`config.mk`:
```
export PLATFORM = sky130hd
export DESIGN_NAME = cbus_pin_function_select
export DESIGN_NICKNAME = d
export VERILOG_FILES = /design/src/rate_divider.v /design/src/cbus_pin_function_select.v
export VERILOG_INCLUDE_DIRS = /design/src
export SDC_FILE = /design/constraint.sdc
export NUM_CORES = 1
export LEC_CHECK = 0
export ABC_AREA = 0
export BUFFER_PORTS_ARGS = -buffer_cell sky130_fd_sc_hd__buf_4
export CAP_MARGIN = 20
export CORE_MARGIN = 5
export CORE_UTILIZATION = 52
export CTS_BUF_LIST = sky130_fd_sc_hd__clkbuf_16
export DETAILED_ROUTE_END_ITERATION = 7
export GPL_ROUTABILITY_DRIVEN = 0
export GPL_TIMING_DRIVEN = 0
export PLACE_DENSITY = 0.75
export SKIP_LAST_GASP = 1
export SLEW_MARGIN = 20
export SYNTH_ARGS = -nofsm -noshare
export SYNTH_HDL_FRONTEND = slang
export SYNTH_SLANG_ARGS = --single-unit
```
`constraint.sdc`:
```
create_clock -name clk -period 7.15 [get_ports clk]
set_clock_uncertainty 0.15 [all_clocks]
set_input_delay 1.7875 -clock clk [delete_from_list [all_inputs] [get_ports clk]]
set_output_delay 1.7875 -clock clk [all_outputs]
set_load 0.05 [all_outputs]
```
`src/cbus_defines.vh`:
```
// constants for the configurable control-bus pin and the 4-bit port
// assumes a 100 MHz system clock and a 5-bit option code from the config store
`ifndef CBUS_DEFINES_VH
`define CBUS_DEFINES_VH

// ==========================================================
// option codes held in the config store
`define OPT_WIDTH          5
`define OPT_TRISTATE       5'h00
`define OPT_DRIVE_ONE      5'h01
`define OPT_DRIVE_ZERO     5'h02
`define OPT_POWER_SWITCH   5'h03
`define OPT_SLEEP          5'h04
`define OPT_CLK_FAST       5'h05
`define OPT_CLK_MID        5'h06
`define OPT_CLK_SLOW       5'h07
`define OPT_GPIO           5'h08
`define OPT_CHARGER        5'h09
`define OPT_CHARGER_N      5'h0A
`define OPT_WRITE_STROBE   5'h0B
`define OPT_READ_STROBE    5'h0C
`define OPT_BUS_POWER      5'h0D
`define OPT_TIMESTAMP      5'h0E
`define OPT_STAY_AWAKE     5'h0F

// ==========================================================
// register map (byte addresses, 8-bit address port)
`define ADDR_WIDTH         8
`define REG_CONTROL        8'h00
`define REG_STATUS         8'h04
`define REG_PORT_OUT       8'h08
`define REG_PRESCALE       8'h0C
`define REG_PORT_IN        8'h10
`define REG_PORT_DIR       8'h14

// control register fields
`define CTL_GPIO_OE        0
`define CTL_GPIO_LEVEL     1
`define CTL_MODE_LO        4
`define CTL_MODE_HI        5

// port modes
`define MODE_OFF           2'h0
`define MODE_ASYNC         2'h1
`define MODE_SYNC          2'h2

// reset values
`define RST_CONTROL        32'h0000_0000
`define RST_PRESCALE       16'h0063
`define RST_PORT_DIR       4'h0

// ==========================================================
// clock outputs: phase increments on a 16-bit accumulator
// the accumulator carries at twice the output frequency
`define CLK_MHZ            100
`define ACC_ONE            65536
`define FAST_MHZ           24
`define MID_MHZ            12
`define SLOW_MHZ           6
`define CLK_INC(mhz)       (((mhz) * 2 * `ACC_ONE) / `CLK_MHZ)

`endif

```
`src/rate_divider.v`:
```
// phase accumulator that emits a one-cycle enable at an average rate
// assumes inc is below half the accumulator range
`timescale 1ns/1ps

module rate_divider #(
  parameter [15:0] INC = 16'h0001
) (
  input  wire clk,
  input  wire rst,
  input  wire run,
  output reg  tick
);

  reg [15:0] acc_q;
  wire [16:0] sum = {1'b0, acc_q} + {1'b0, INC};

  // ==========================================================
  // accumulate; stopping clears phase so restart is repeatable
  always @(posedge clk or posedge rst) begin
    if (rst) begin
      acc_q <= 16'h0000;
      tick  <= 1'b0;
    end else if (!run) begin
      acc_q <= 16'h0000;
      tick  <= 1'b0;
    end else begin
      acc_q <= sum[15:0];
      tick  <= sum[16];
    end
  end

endmodule // rate_divider

```
`src/cbus_pin_function_select.v`:
```
// configurable control-bus pin multiplexer and 4-bit bit-bang port
// assumes usb core status inputs are synchronous to clk and the config
// store code is stable from reset release onward
//
// What this block does
// - one configurable pin, its function picked by a stored option code.
// - exactly one option is active at a time, from the latched code.
// - static options tri-state the pin, drive constant one or constant zero.
// - power-switch option drives low once configured, high during suspend.
// - sleep option drives low while suspended, high otherwise.
// - clock options output free-running 24, 12 or 6 MHz.
// - selected clock output stops toggling while suspended.
// - gpio option: software sets pin direction and level over registers.
// - charger option drives high when on a dedicated charging port.
// - inverted charger option is open-drain, pulls low only when charging.
// - write-strobe option pulses pin low per bit-bang output transfer.
// - read-strobe option pulses pin low per bit-bang input sample.
// - bus-power option samples pin as input indicating bus power present.
// - timestamp option toggles pin on every start-of-frame received.
// - stay-awake option: active-low input holding off suspend when unplugged.
// - bit-bang mode turns the four data lines into a 4-bit port.
// - async mode sends written words one by one, paced by a prescaler.
// - sync mode samples the port only right after each written word.
//
// Implementation choices: the strobed register port and the placing of the registers.
`timescale 1ns/1ps
`include "cbus_defines.vh"

module cbus_pin_function_select (
  input  wire                    clk,
  input  wire                    rst,
  // config store and usb core status
  input  wire [`OPT_WIDTH-1:0]   option_code,
  input  wire                    usb_configured,
  input  wire                    usb_suspend,
  input  wire                    charger_port_detect,
  input  wire                    sof_received,
  // configurable pin
  input  wire                    config_pin_in,
  output reg                     config_pin_out,
  output reg                     config_pin_oe_n,
  // pin-derived status towards the usb core
  output reg                     bus_power_detect,
  output reg                     suspend_inhibit,
  // interface data lines
  input  wire [3:0]              proto_data_out,
  input  wire [3:0]              proto_data_oe_n,
  input  wire [3:0]              interface_data_lines_in,
  output reg  [3:0]              interface_data_lines_out,
  output reg  [3:0]              interface_data_lines_oe_n,
  // register port
  input  wire [`ADDR_WIDTH-1:0]  reg_addr,
  input  wire [31:0]             reg_wdata,
  input  wire                    reg_write,
  input  wire                    reg_read,
  output reg  [31:0]             reg_rdata
);

  // ==========================================================
  // option latch
  reg [`OPT_WIDTH-1:0] option_q;
  reg                  loaded_q;

  always @(posedge clk or posedge rst) begin
    if (rst) begin
      option_q <= `OPT_TRISTATE;
      loaded_q <= 1'b0;
    end else if (!loaded_q) begin
      option_q <= option_code;
      loaded_q <= 1'b1;
    end
  end

  // ==========================================================
  // software registers
  reg [31:0] control_q;
  reg [15:0] prescale_q;
  reg [3:0]  port_dir_q;
  reg [3:0]  hold_q;
  reg        pending_q;
  reg [3:0]  port_in_q;

  wire       wr_control  = reg_write && (reg_addr == `REG_CONTROL);
  wire       wr_port_out = reg_write && (reg_addr == `REG_PORT_OUT);
  wire       wr_prescale = reg_write && (reg_addr == `REG_PRESCALE);
  wire       wr_port_dir = reg_write && (reg_addr == `REG_PORT_DIR);
  wire [1:0] mode        = control_q[`CTL_MODE_HI:`CTL_MODE_LO];
  wire       bb_active   = (mode == `MODE_ASYNC) || (mode == `MODE_SYNC);

  always @(posedge clk or posedge rst) begin
    if (rst) begin
      control_q  <= `RST_CONTROL;
      prescale_q <= `RST_PRESCALE;
      port_dir_q <= `RST_PORT_DIR;
    end else begin
      if (wr_control) begin
        control_q <= {26'h000_0000, reg_wdata[5:4], 2'b00, reg_wdata[1:0]};
      end
      if (wr_prescale) begin
        prescale_q <= reg_wdata[15:0];
      end
      if (wr_port_dir) begin
        port_dir_q <= reg_wdata[3:0];
      end
    end
  end

  // ==========================================================
  // async pacing timer, works like a baud prescaler
  reg [15:0] pace_cnt_q;
  wire       pace_tick = (mode == `MODE_ASYNC) && (pace_cnt_q >= prescale_q);

  always @(posedge clk or posedge rst) begin
    if (rst) begin
      pace_cnt_q <= 16'h0000;
    end else if (mode != `MODE_ASYNC || pace_tick) begin
      pace_cnt_q <= 16'h0000;
    end else begin
      pace_cnt_q <= pace_cnt_q + 16'h0001;
    end
  end

  // ==========================================================
  // bit-bang port engine
  reg [3:0] bb_out_q;
  reg       wr_strobe_n_q;
  reg       rd_strobe_n_q;
  reg       sample_due_q;

  always @(posedge clk or posedge rst) begin
    if (rst) begin
      bb_out_q      <= 4'h0;
      hold_q        <= 4'h0;
      pending_q     <= 1'b0;
      port_in_q     <= 4'h0;
      wr_strobe_n_q <= 1'b1;
      rd_strobe_n_q <= 1'b1;
      sample_due_q  <= 1'b0;
    end else begin
      wr_strobe_n_q <= 1'b1;
      rd_strobe_n_q <= 1'b1;
      sample_due_q  <= 1'b0;
      if (mode == `MODE_ASYNC) begin
        // a word written in the tick cycle is kept, not lost
        if (pace_tick) begin
          port_in_q     <= interface_data_lines_in;
          rd_strobe_n_q <= 1'b0;
          if (pending_q) begin
            bb_out_q      <= hold_q;
            wr_strobe_n_q <= 1'b0;
            pending_q     <= 1'b0;
          end
        end
        if (wr_port_out) begin
          hold_q    <= reg_wdata[3:0];
          pending_q <= 1'b1;
        end
      end else if (mode == `MODE_SYNC) begin
        pending_q <= 1'b0;
        if (wr_port_out) begin
          bb_out_q      <= reg_wdata[3:0];
          wr_strobe_n_q <= 1'b0;
          sample_due_q  <= 1'b1;
        end
        // pins are read once, the cycle after the new word goes out
        if (sample_due_q) begin
          port_in_q     <= interface_data_lines_in;
          rd_strobe_n_q <= 1'b0;
        end
      end else begin
        pending_q <= 1'b0;
      end
    end
  end

  // ==========================================================
  // data line steering
  always @(posedge clk or posedge rst) begin
    if (rst) begin
      interface_data_lines_out  <= 4'h0;
      interface_data_lines_oe_n <= 4'hF;
    end else if (bb_active) begin
      interface_data_lines_out  <= bb_out_q;
      interface_data_lines_oe_n <= ~port_dir_q;
    end else begin
      interface_data_lines_out  <= proto_data_out;
      interface_data_lines_oe_n <= proto_data_oe_n;
    end
  end

  // ==========================================================
  // clock outputs; suspend holds them low
  wire [2:0] clk_tick;
  reg  [2:0] clk_lvl_q;

  function [15:0] clk_inc;
    input integer idx;
    reg [31:0] full;
    begin
      case (idx)
        0:       full = `CLK_INC(`FAST_MHZ);
        1:       full = `CLK_INC(`MID_MHZ);
        default: full = `CLK_INC(`SLOW_MHZ);
      endcase
      clk_inc = full[15:0];
    end
  endfunction

  genvar gi;
  generate
    for (gi = 0; gi < 3; gi = gi + 1) begin : g_clk
      rate_divider #(
        .INC (clk_inc(gi))
      ) u_div (
        .clk  (clk),
        .rst  (rst),
        .run  (!usb_suspend),
        .tick (clk_tick[gi])
      );

      always @(posedge clk or posedge rst) begin
        if (rst) begin
          clk_lvl_q[gi] <= 1'b0;
        end else if (usb_suspend) begin
          clk_lvl_q[gi] <= 1'b0;
        end else if (clk_tick[gi]) begin
          clk_lvl_q[gi] <= ~clk_lvl_q[gi];
        end
      end
    end
  endgenerate

  // ==========================================================
  // start-of-frame toggle
  reg stamp_q;

  always @(posedge clk or posedge rst) begin
    if (rst) begin
      stamp_q <= 1'b0;
    end else if (sof_received) begin
      stamp_q <= ~stamp_q;
    end
  end

  // ==========================================================
  // pin multiplexer
  reg pin_out_d;
  reg pin_oe_n_d;

  always @* begin
    pin_out_d  = 1'b0;
    pin_oe_n_d = 1'b1;
    case (option_q)
      `OPT_TRISTATE: begin
        pin_oe_n_d = 1'b1;
      end
      `OPT_DRIVE_ONE: begin
        pin_out_d  = 1'b1;
        pin_oe_n_d = 1'b0;
      end
      `OPT_DRIVE_ZERO: begin
        pin_out_d  = 1'b0;
        pin_oe_n_d = 1'b0;
      end
      `OPT_POWER_SWITCH: begin
        pin_out_d  = !(usb_configured && !usb_suspend);
        pin_oe_n_d = 1'b0;
      end
      `OPT_SLEEP: begin
        pin_out_d  = !usb_suspend;
        pin_oe_n_d = 1'b0;
      end
      `OPT_CLK_FAST: begin
        pin_out_d  = clk_lvl_q[0];
        pin_oe_n_d = 1'b0;
      end
      `OPT_CLK_MID: begin
        pin_out_d  = clk_lvl_q[1];
        pin_oe_n_d = 1'b0;
      end
      `OPT_CLK_SLOW: begin
        pin_out_d  = clk_lvl_q[2];
        pin_oe_n_d = 1'b0;
      end
      `OPT_GPIO: begin
        pin_out_d  = control_q[`CTL_GPIO_LEVEL];
        pin_oe_n_d = !control_q[`CTL_GPIO_OE];
      end
      `OPT_CHARGER: begin
        pin_out_d  = charger_port_detect;
        pin_oe_n_d = 1'b0;
      end
      `OPT_CHARGER_N: begin
        pin_out_d  = 1'b0;
        pin_oe_n_d = !charger_port_detect;
      end
      `OPT_WRITE_STROBE: begin
        pin_out_d  = wr_strobe_n_q;
        pin_oe_n_d = 1'b0;
      end
      `OPT_READ_STROBE: begin
        pin_out_d  = rd_strobe_n_q;
        pin_oe_n_d = 1'b0;
      end
      `OPT_BUS_POWER: begin
        pin_oe_n_d = 1'b1;
      end
      `OPT_TIMESTAMP: begin
        pin_out_d  = stamp_q;
        pin_oe_n_d = 1'b0;
      end
      `OPT_STAY_AWAKE: begin
        pin_oe_n_d = 1'b1;
      end
      default: begin
        pin_oe_n_d = 1'b1;
      end
    endcase
  end

  always @(posedge clk or posedge rst) begin
    if (rst) begin
      config_pin_out   <= 1'b0;
      config_pin_oe_n  <= 1'b1;
      bus_power_detect <= 1'b0;
      suspend_inhibit  <= 1'b0;
    end else begin
      config_pin_out   <= pin_out_d;
      config_pin_oe_n  <= pin_oe_n_d;
      bus_power_detect <= (option_q == `OPT_BUS_POWER) && config_pin_in;
      // low on the pin holds the device awake even when unplugged
      suspend_inhibit  <= (option_q == `OPT_STAY_AWAKE) && !config_pin_in;
    end
  end

  // ==========================================================
  // register read port; unmapped reads return zero
  wire [31:0] status_word = {23'h00_0000, option_q, pending_q, suspend_inhibit,
                             bus_power_detect, config_pin_in};

  always @(posedge clk or posedge rst) begin
    if (rst) begin
      reg_rdata <= 32'h0000_0000;
    end else if (reg_read) begin
      case (reg_addr)
        `REG_CONTROL:  reg_rdata <= control_q;
        `REG_STATUS:   reg_rdata <= status_word;
        `REG_PORT_OUT: reg_rdata <= {28'h000_0000, bb_out_q};
        `REG_PRESCALE: reg_rdata <= {16'h0000, prescale_q};
        `REG_PORT_IN:  reg_rdata <= {28'h000_0000, port_in_q};
        `REG_PORT_DIR: reg_rdata <= {28'h000_0000, port_dir_q};
        default:       reg_rdata <= 32'h0000_0000;
      endcase
    end else begin
      reg_rdata <= 32'h0000_0000;
    end
  end

endmodule // cbus_pin_function_select

```
Word-level counts from Yosys, hierarchy flattened
Cells that the tools add are included.
{"block": "op_classes", "shifts": 0, "n_div": 0, "order_cmp": 1, "n_reduce_logical": 26, "n_bitwise": 5, "eq_ne": 26, "n_mux": 43, "add_sub_neg": 4, "mul": 0}
{"cell": "$pmux W16 S6", "count": 1}
{"cell": "$mux W16", "count": 4}
{"cell": "$mux W4", "count": 11}
{"cell": "$eq A5 B4 Y1 const B", "count": 8}
{"cell": "$mux W32", "count": 1}
{"cell": "$mux W1", "count": 24}
{"cell": "$eq A5 B3 Y1 const B", "count": 4}
{"cell": "$add A16 B13 Y17 const B", "count": 1}
{"cell": "$add A16 B14 Y17 const B", "count": 1}
{"cell": "$add A16 B15 Y17 const B", "count": 1}
{"cell": "$add A16 B1 Y16 const B", "count": 1}
{"cell": "$eq A8 B4 Y1 const B", "count": 2}
{"cell": "$eq A8 B5 Y1 const B", "count": 2}
{"cell": "$ge A16 B16 Y1", "count": 1}
{"cell": "$reduce_bool A2 Y1", "count": 6}
{"cell": "$pmux W1 S11", "count": 1}
{"cell": "$reduce_or A11 Y1", "count": 1}
{"cell": "$eq A5 B2 Y1 const B", "count": 2}
{"cell": "$eq A8 B3 Y1 const B", "count": 1}
{"cell": "$logic_and A1 B1 Y1", "count": 8}
{"cell": "$logic_not A8 Y1", "count": 1}
{"cell": "$eq A5 B1 Y1 const B", "count": 1}
{"cell": "$logic_not A1 Y1", "count": 5}
{"cell": "$ne A2 B2 Y1 const B", "count": 2}
{"cell": "11 further kinds", "count": 15}
{"block": "totals", "output_inout_bits": 44, "ram_bits": 0, "input_bits": 66, "wordCells": 135, "mem_bits_ro": 0, "n_memories": 0, "register_bits": 161, "latchBits": 0}

Depth between registers and ports, before layout
{"block": "depth", "depth_word": 5, "mapped_depth": 9, "depth_no_buf": 7}

Modules after synthesis
A second synthesis with hierarchy kept.
{"block": "hier_totals", "cells_unflattened": 622, "hier_area_um2": 6734.0}
{"module": "cbus_pin_function_select", "n_inst": 1, "area_each_um2": 4564.4, "cells_per_inst": 416}
{"module": "rate_divider (g_clk[0].u_div)", "n_inst": 1, "area_each_um2": 819.5, "cells_per_inst": 81}
{"module": "rate_divider (g_clk[2].u_div)", "n_inst": 1, "area_each_um2": 691.9, "cells_per_inst": 64}
{"module": "rate_divider (g_clk[1].u_div)", "n_inst": 1, "area_each_um2": 658.1, "cells_per_inst": 61}

Worst setup path before layout
Ideal clock, no wire load.
{"block": "synth_timing", "kind": "input port to flip-flop", "from": "in reg_addr[4]", "to": "reg bb_out_q[0]", "arrival_ps": 3302, "path_buffers": 1, "slack_ps": 3574, "stages": 6, "setup_ps": 125, "required_time_ps": 6875, "cell_sequence": "buf_6 or4b_4 nor4_4 a21oi_2 a31oi_4 mux2_2"}
{"block": "synth_via", "elab_chain_cells": 4}
{"item": "from (decl)", "line": "cbus_pin_function_select.v:52", "source": "input wire [`ADDR_WIDTH-1:0] reg_addr,"}
{"item": "$eq A8 B4 Y1"}
{"item": "$logic_and A1 B1 Y1", "line": "cbus_pin_function_select.v:84", "source": "wire wr_port_out = reg_write && (reg_addr == `REG_PORT_OUT);"}
{"item": "$reduce_bool A2 Y1 (no line)"}
{"item": "$reduce_and A4 Y1 (no line)"}
{"item": "to (signal assigned)", "line": "cbus_pin_function_select.v:149", "source": "bb_out_q <= hold_q;"}
{"item": "to (signal assigned)", "line": "cbus_pin_function_select.v:161", "source": "bb_out_q <= reg_wdata[3:0];"}
{"item": "to (decl)", "line": "cbus_pin_function_select.v:125", "source": "reg [3:0] bb_out_q;"}
Every way passes these cells.
A chain may end at the register's enable or synchronous reset.

Final worst setup path
{"block": "layout_timing", "from": "in reg_addr[4]", "to": "reg bb_out_q[3]"}
Same word-level chain as after synthesis.

==> flow_summary_export.csv <==
group,metric,value,unit
die,die_h,123,µm
yosys,synthFlopType,"dfrtp_1",
sta,worst_pin_slew,0.638,ns
yosys,syn_area,6610,µm²
sta,tns,0,ns
setup_path,r2r-end,"port_in_q[2]$_DFFE_PP0P_",
yosys,synthTopCellsByArea,"dfrtp_1 (48%), mux2_2 (7.2%), dfstp_2 (4.4%)",
grt,antenna_found_initial,0,
clocking,cts_tree,"done",
clocking,post_cts_buffers,0,
sta,fin_crit,3.33,ns
setup_path,ff2ff_setup_slack,4.58,ns
sta,slew_headroom,0.573,
sta,fmax,300,MHz
placed_design,port_buffers,75,
die,die-area,15100,µm²
yosys,synth_cell_type_count,56,
yosys,synth_area_leader_cell,"dfrtp_1",
finish,fill_cells,1041,
setup_path,reg2reg_depth,7,
yosys,ys_warn_count,0,
finish,drive_gt1_frac,0.274,
sta,setup_viol,0,
finish,area_delta_synth_final,21.1,%
yosys,synth_edf_count,0,
clocking,post_cts_resize_count,0,
power_and_ir_drop,powerDensity,255,nW/µm²
setup_path,cp_data_arrival_time,3.48,ns
run_status,status,"completed",
route,drtIter0Drc,250,
finish,diodes,0,
clocking,path_clk_slew,0.06,ns
clocking,clock_latency,0.42,ns
placed_design,dp_hpwl,9.89,mm
die,start_util,0.528,
worst_hold_path,min_from,"port_dir_q[2]$_DFFE_PP0P_",
finish,fin_cells,887,
clocking,holdBufCountCts,0,
sta,min_period_over_period,0.466,
worst_hold_path,hold_depth,1,
die,fp.coreArea,12500,µm²
yosys,seq_area_frac_synth,0.525,
finish,mostFrequentLayoutCell,"dfrtp_1",
yosys,syn_inst,592,
worst_hold_path,min_to,"interface_data_lines_oe_n[2]$_DFF_PP1_",
yosys,synth_top_area_share,0.481,
clocking,ctsRootBufferMaster,"clkbuf_16",
grt,overflow,0,
die,num_rows,41,
setup_path,crit_fanout,9,
setup_path,start_kind,"input port",
setup_path,cp-end-kind,"register",
setup_path,critPathKind,"in -> reg",
sta,rsz0062_at_grt,"no",
setup_path,timing.rr.start,"prescale_q[6]$_DFFE_PP1P_",
grt,grt_max_degree,80,
setup_path,worstPathRequired,7.30,ns
route,avgViaCountPerCell,5.22,
die,fp.dieW,123,µm
finish,layout_common_cells,"dfrtp_1 (127), buf_4 (91), nor2_1 (72), mux2_2 (42), inv_1 (36)",
route,num_vias,4626,
route,drt_first_pass_iters,4,
clocking,cts_sinks,138,
finish,regArea,3470,µm²
clocking,cts_buffers,17,
power_and_ir_drop,ir_drop,0.242,mV
route,routedWlPerCell,15.2,µm
route,drcViolationCount,0,
die,io_pins,110,
route,routed_wl,13.5,mm
yosys,ys_ff_latch,138,
grt,grt_pass1_wl,22.8,mm
route,ant_nets,0,
finish,multiInputGateArea,2860,µm²
yosys,async_reset_ff_frac,1.00,
finish,final_nets,790,
run,drv_cap,0,
clocking,htree_levels,4,
worst_hold_path,hold_class,"reg -> reg",
grt,grt_pass1_vias,4740,
yosys,avgSynthCellArea,11.2,µm²
clocking,cts_buffer_depth,2,
sta,whs,0.311,ns
sta,hold_viol_final,0,
placed_design,dp.cells,855,
power_and_ir_drop,cellLeakagePower,3.81,nW
sta,slew_viol_final,0,
grt,grt_use_total,0.194,
[layout make-up]
| class | instances | share of cell area |
|---|---|---|
| buffer | 35 | 0.0264 |
| clock buffer | 17 | 0.0532 |
| clock inverter | 15 | 0.0122 |
| inverter | 33 | 0.0164 |
| multi-input combinational | 401 | 0.358 |
| sequential | 138 | 0.433 |
| tap | 172 | 0.0269 |
| timing repair buffer | 76 | 0.0738 |
[cell families after synthesis]
| logic type | Yosys count | share of synthesized area |
|---|---|---|
| AOI/OAI and AO/OA | 75 | 0.0754 |
| xor gates and xnor gates | 34 | 0.0451 |
| adders and majority gates | 22 | 0.0417 |
| buffers and inverters | 68 | 0.0507 |
| DFF | 138 | 0.525 |
| muxes | 65 | 0.118 |
| other | 2 | 0.00114 |
| and+or+nand+nor | 188 | 0.144 |
[report_power, final]
part | total (mW) | internal (mW) | switching (mW)
logic | 0.338 | 0.150 | 0.188
clock network | 0.774 | 0.464 | 0.310
registers | 0.925 | 0.861 | 0.0644
[synthesized netlist by cell type, types with 15 or more instances]
| library cell | instances |
|---|---|
| ha_1 | 22 |
| dfrtp_1 | 127 |
| nor3_1 | 18 |
| xnor2_1 | 15 |
| nand3_1 | 17 |
| o21ai_0 | 18 |
| xor2_1 | 19 |
| inv_1 | 33 |
| a21oi_1 | 20 |
| mux2_2 | 42 |
| nor2_1 | 72 |
| nand2_1 | 22 |
| buf_4 | 16 |
[state kept, by name (all words and copies together), names as in the netlist, 3 cells and up]
name                       count
interface_data_lines_oe_n      4
control_q                      4
interface_data_lines_out       4
pace_cnt_q                    16
option_q                       5
g_clk.u_div.acc_q             41
port_in_q                      4
port_dir_q                     4
prescale_q                    16
clk_lvl_q                      3
g_clk.u_div.tick               3
bb_out_q                       4
reg_rdata                     16
hold_q                         4
[worst max-delay path, stage by stage]
cell and delay [ns]:
buf_6 0.11, or4b_4 0.57, nor4_4 0.27, a21oi_2 0.08, a31oi_4 0.29, mux2_2 0.37
[how the worst max path moves through the flow]
| stage | slack, ns | depth (start not counted) | startpoint | to |
|---|---|---|---|---|
| floorplan | 1.53 | 1 | rst | bb_out_q[0]$_DFFE_PP0P_ |
| global placement | 0.15 | 2 | rst | port_dir_q[1]$_DFFE_PP0P_ |
| detailed placement | 3.41 | 6 | reg_addr[4] | bb_out_q[2]$_DFFE_PP0P_ |
| CTS | 3.83 | 6 | reg_addr[4] | bb_out_q[0]$_DFFE_PP0P_ |
| global route | 3.76 | 6 | reg_addr[4] | bb_out_q[3]$_DFFE_PP0P_ |
| finish | 3.82 | 6 | reg_addr[4] | bb_out_q[3]$_DFFE_PP0P_ |
[per-stage QoR]
step,setup slack (ns),util,area [µm²],power (mW)
2_1_floorplan,1.53,-,6660,1.18
6_report,3.82,0.639,8000,2.04
3_5_place_dp,3.41,0.597,7480,1.28
3_3_place_gp,0.153,0.595,7440,1.26
4_1_cts,3.83,0.639,8000,2.05
5_1_grt,3.76,0.639,8000,2.14
[per-layer routing]
layer | up-vias | GRT usage | wire [µm]
met1 | 2243 | 0.239 | 5810
met3 | 20 | 0.0618 | 863
met2 | 117 | 0.321 | 6580
met5 | - | 0 | 0
li1 | 2246 | - | -
met4 | 0 | 0.0665 | 243
(Power assumes the default switching activity.)
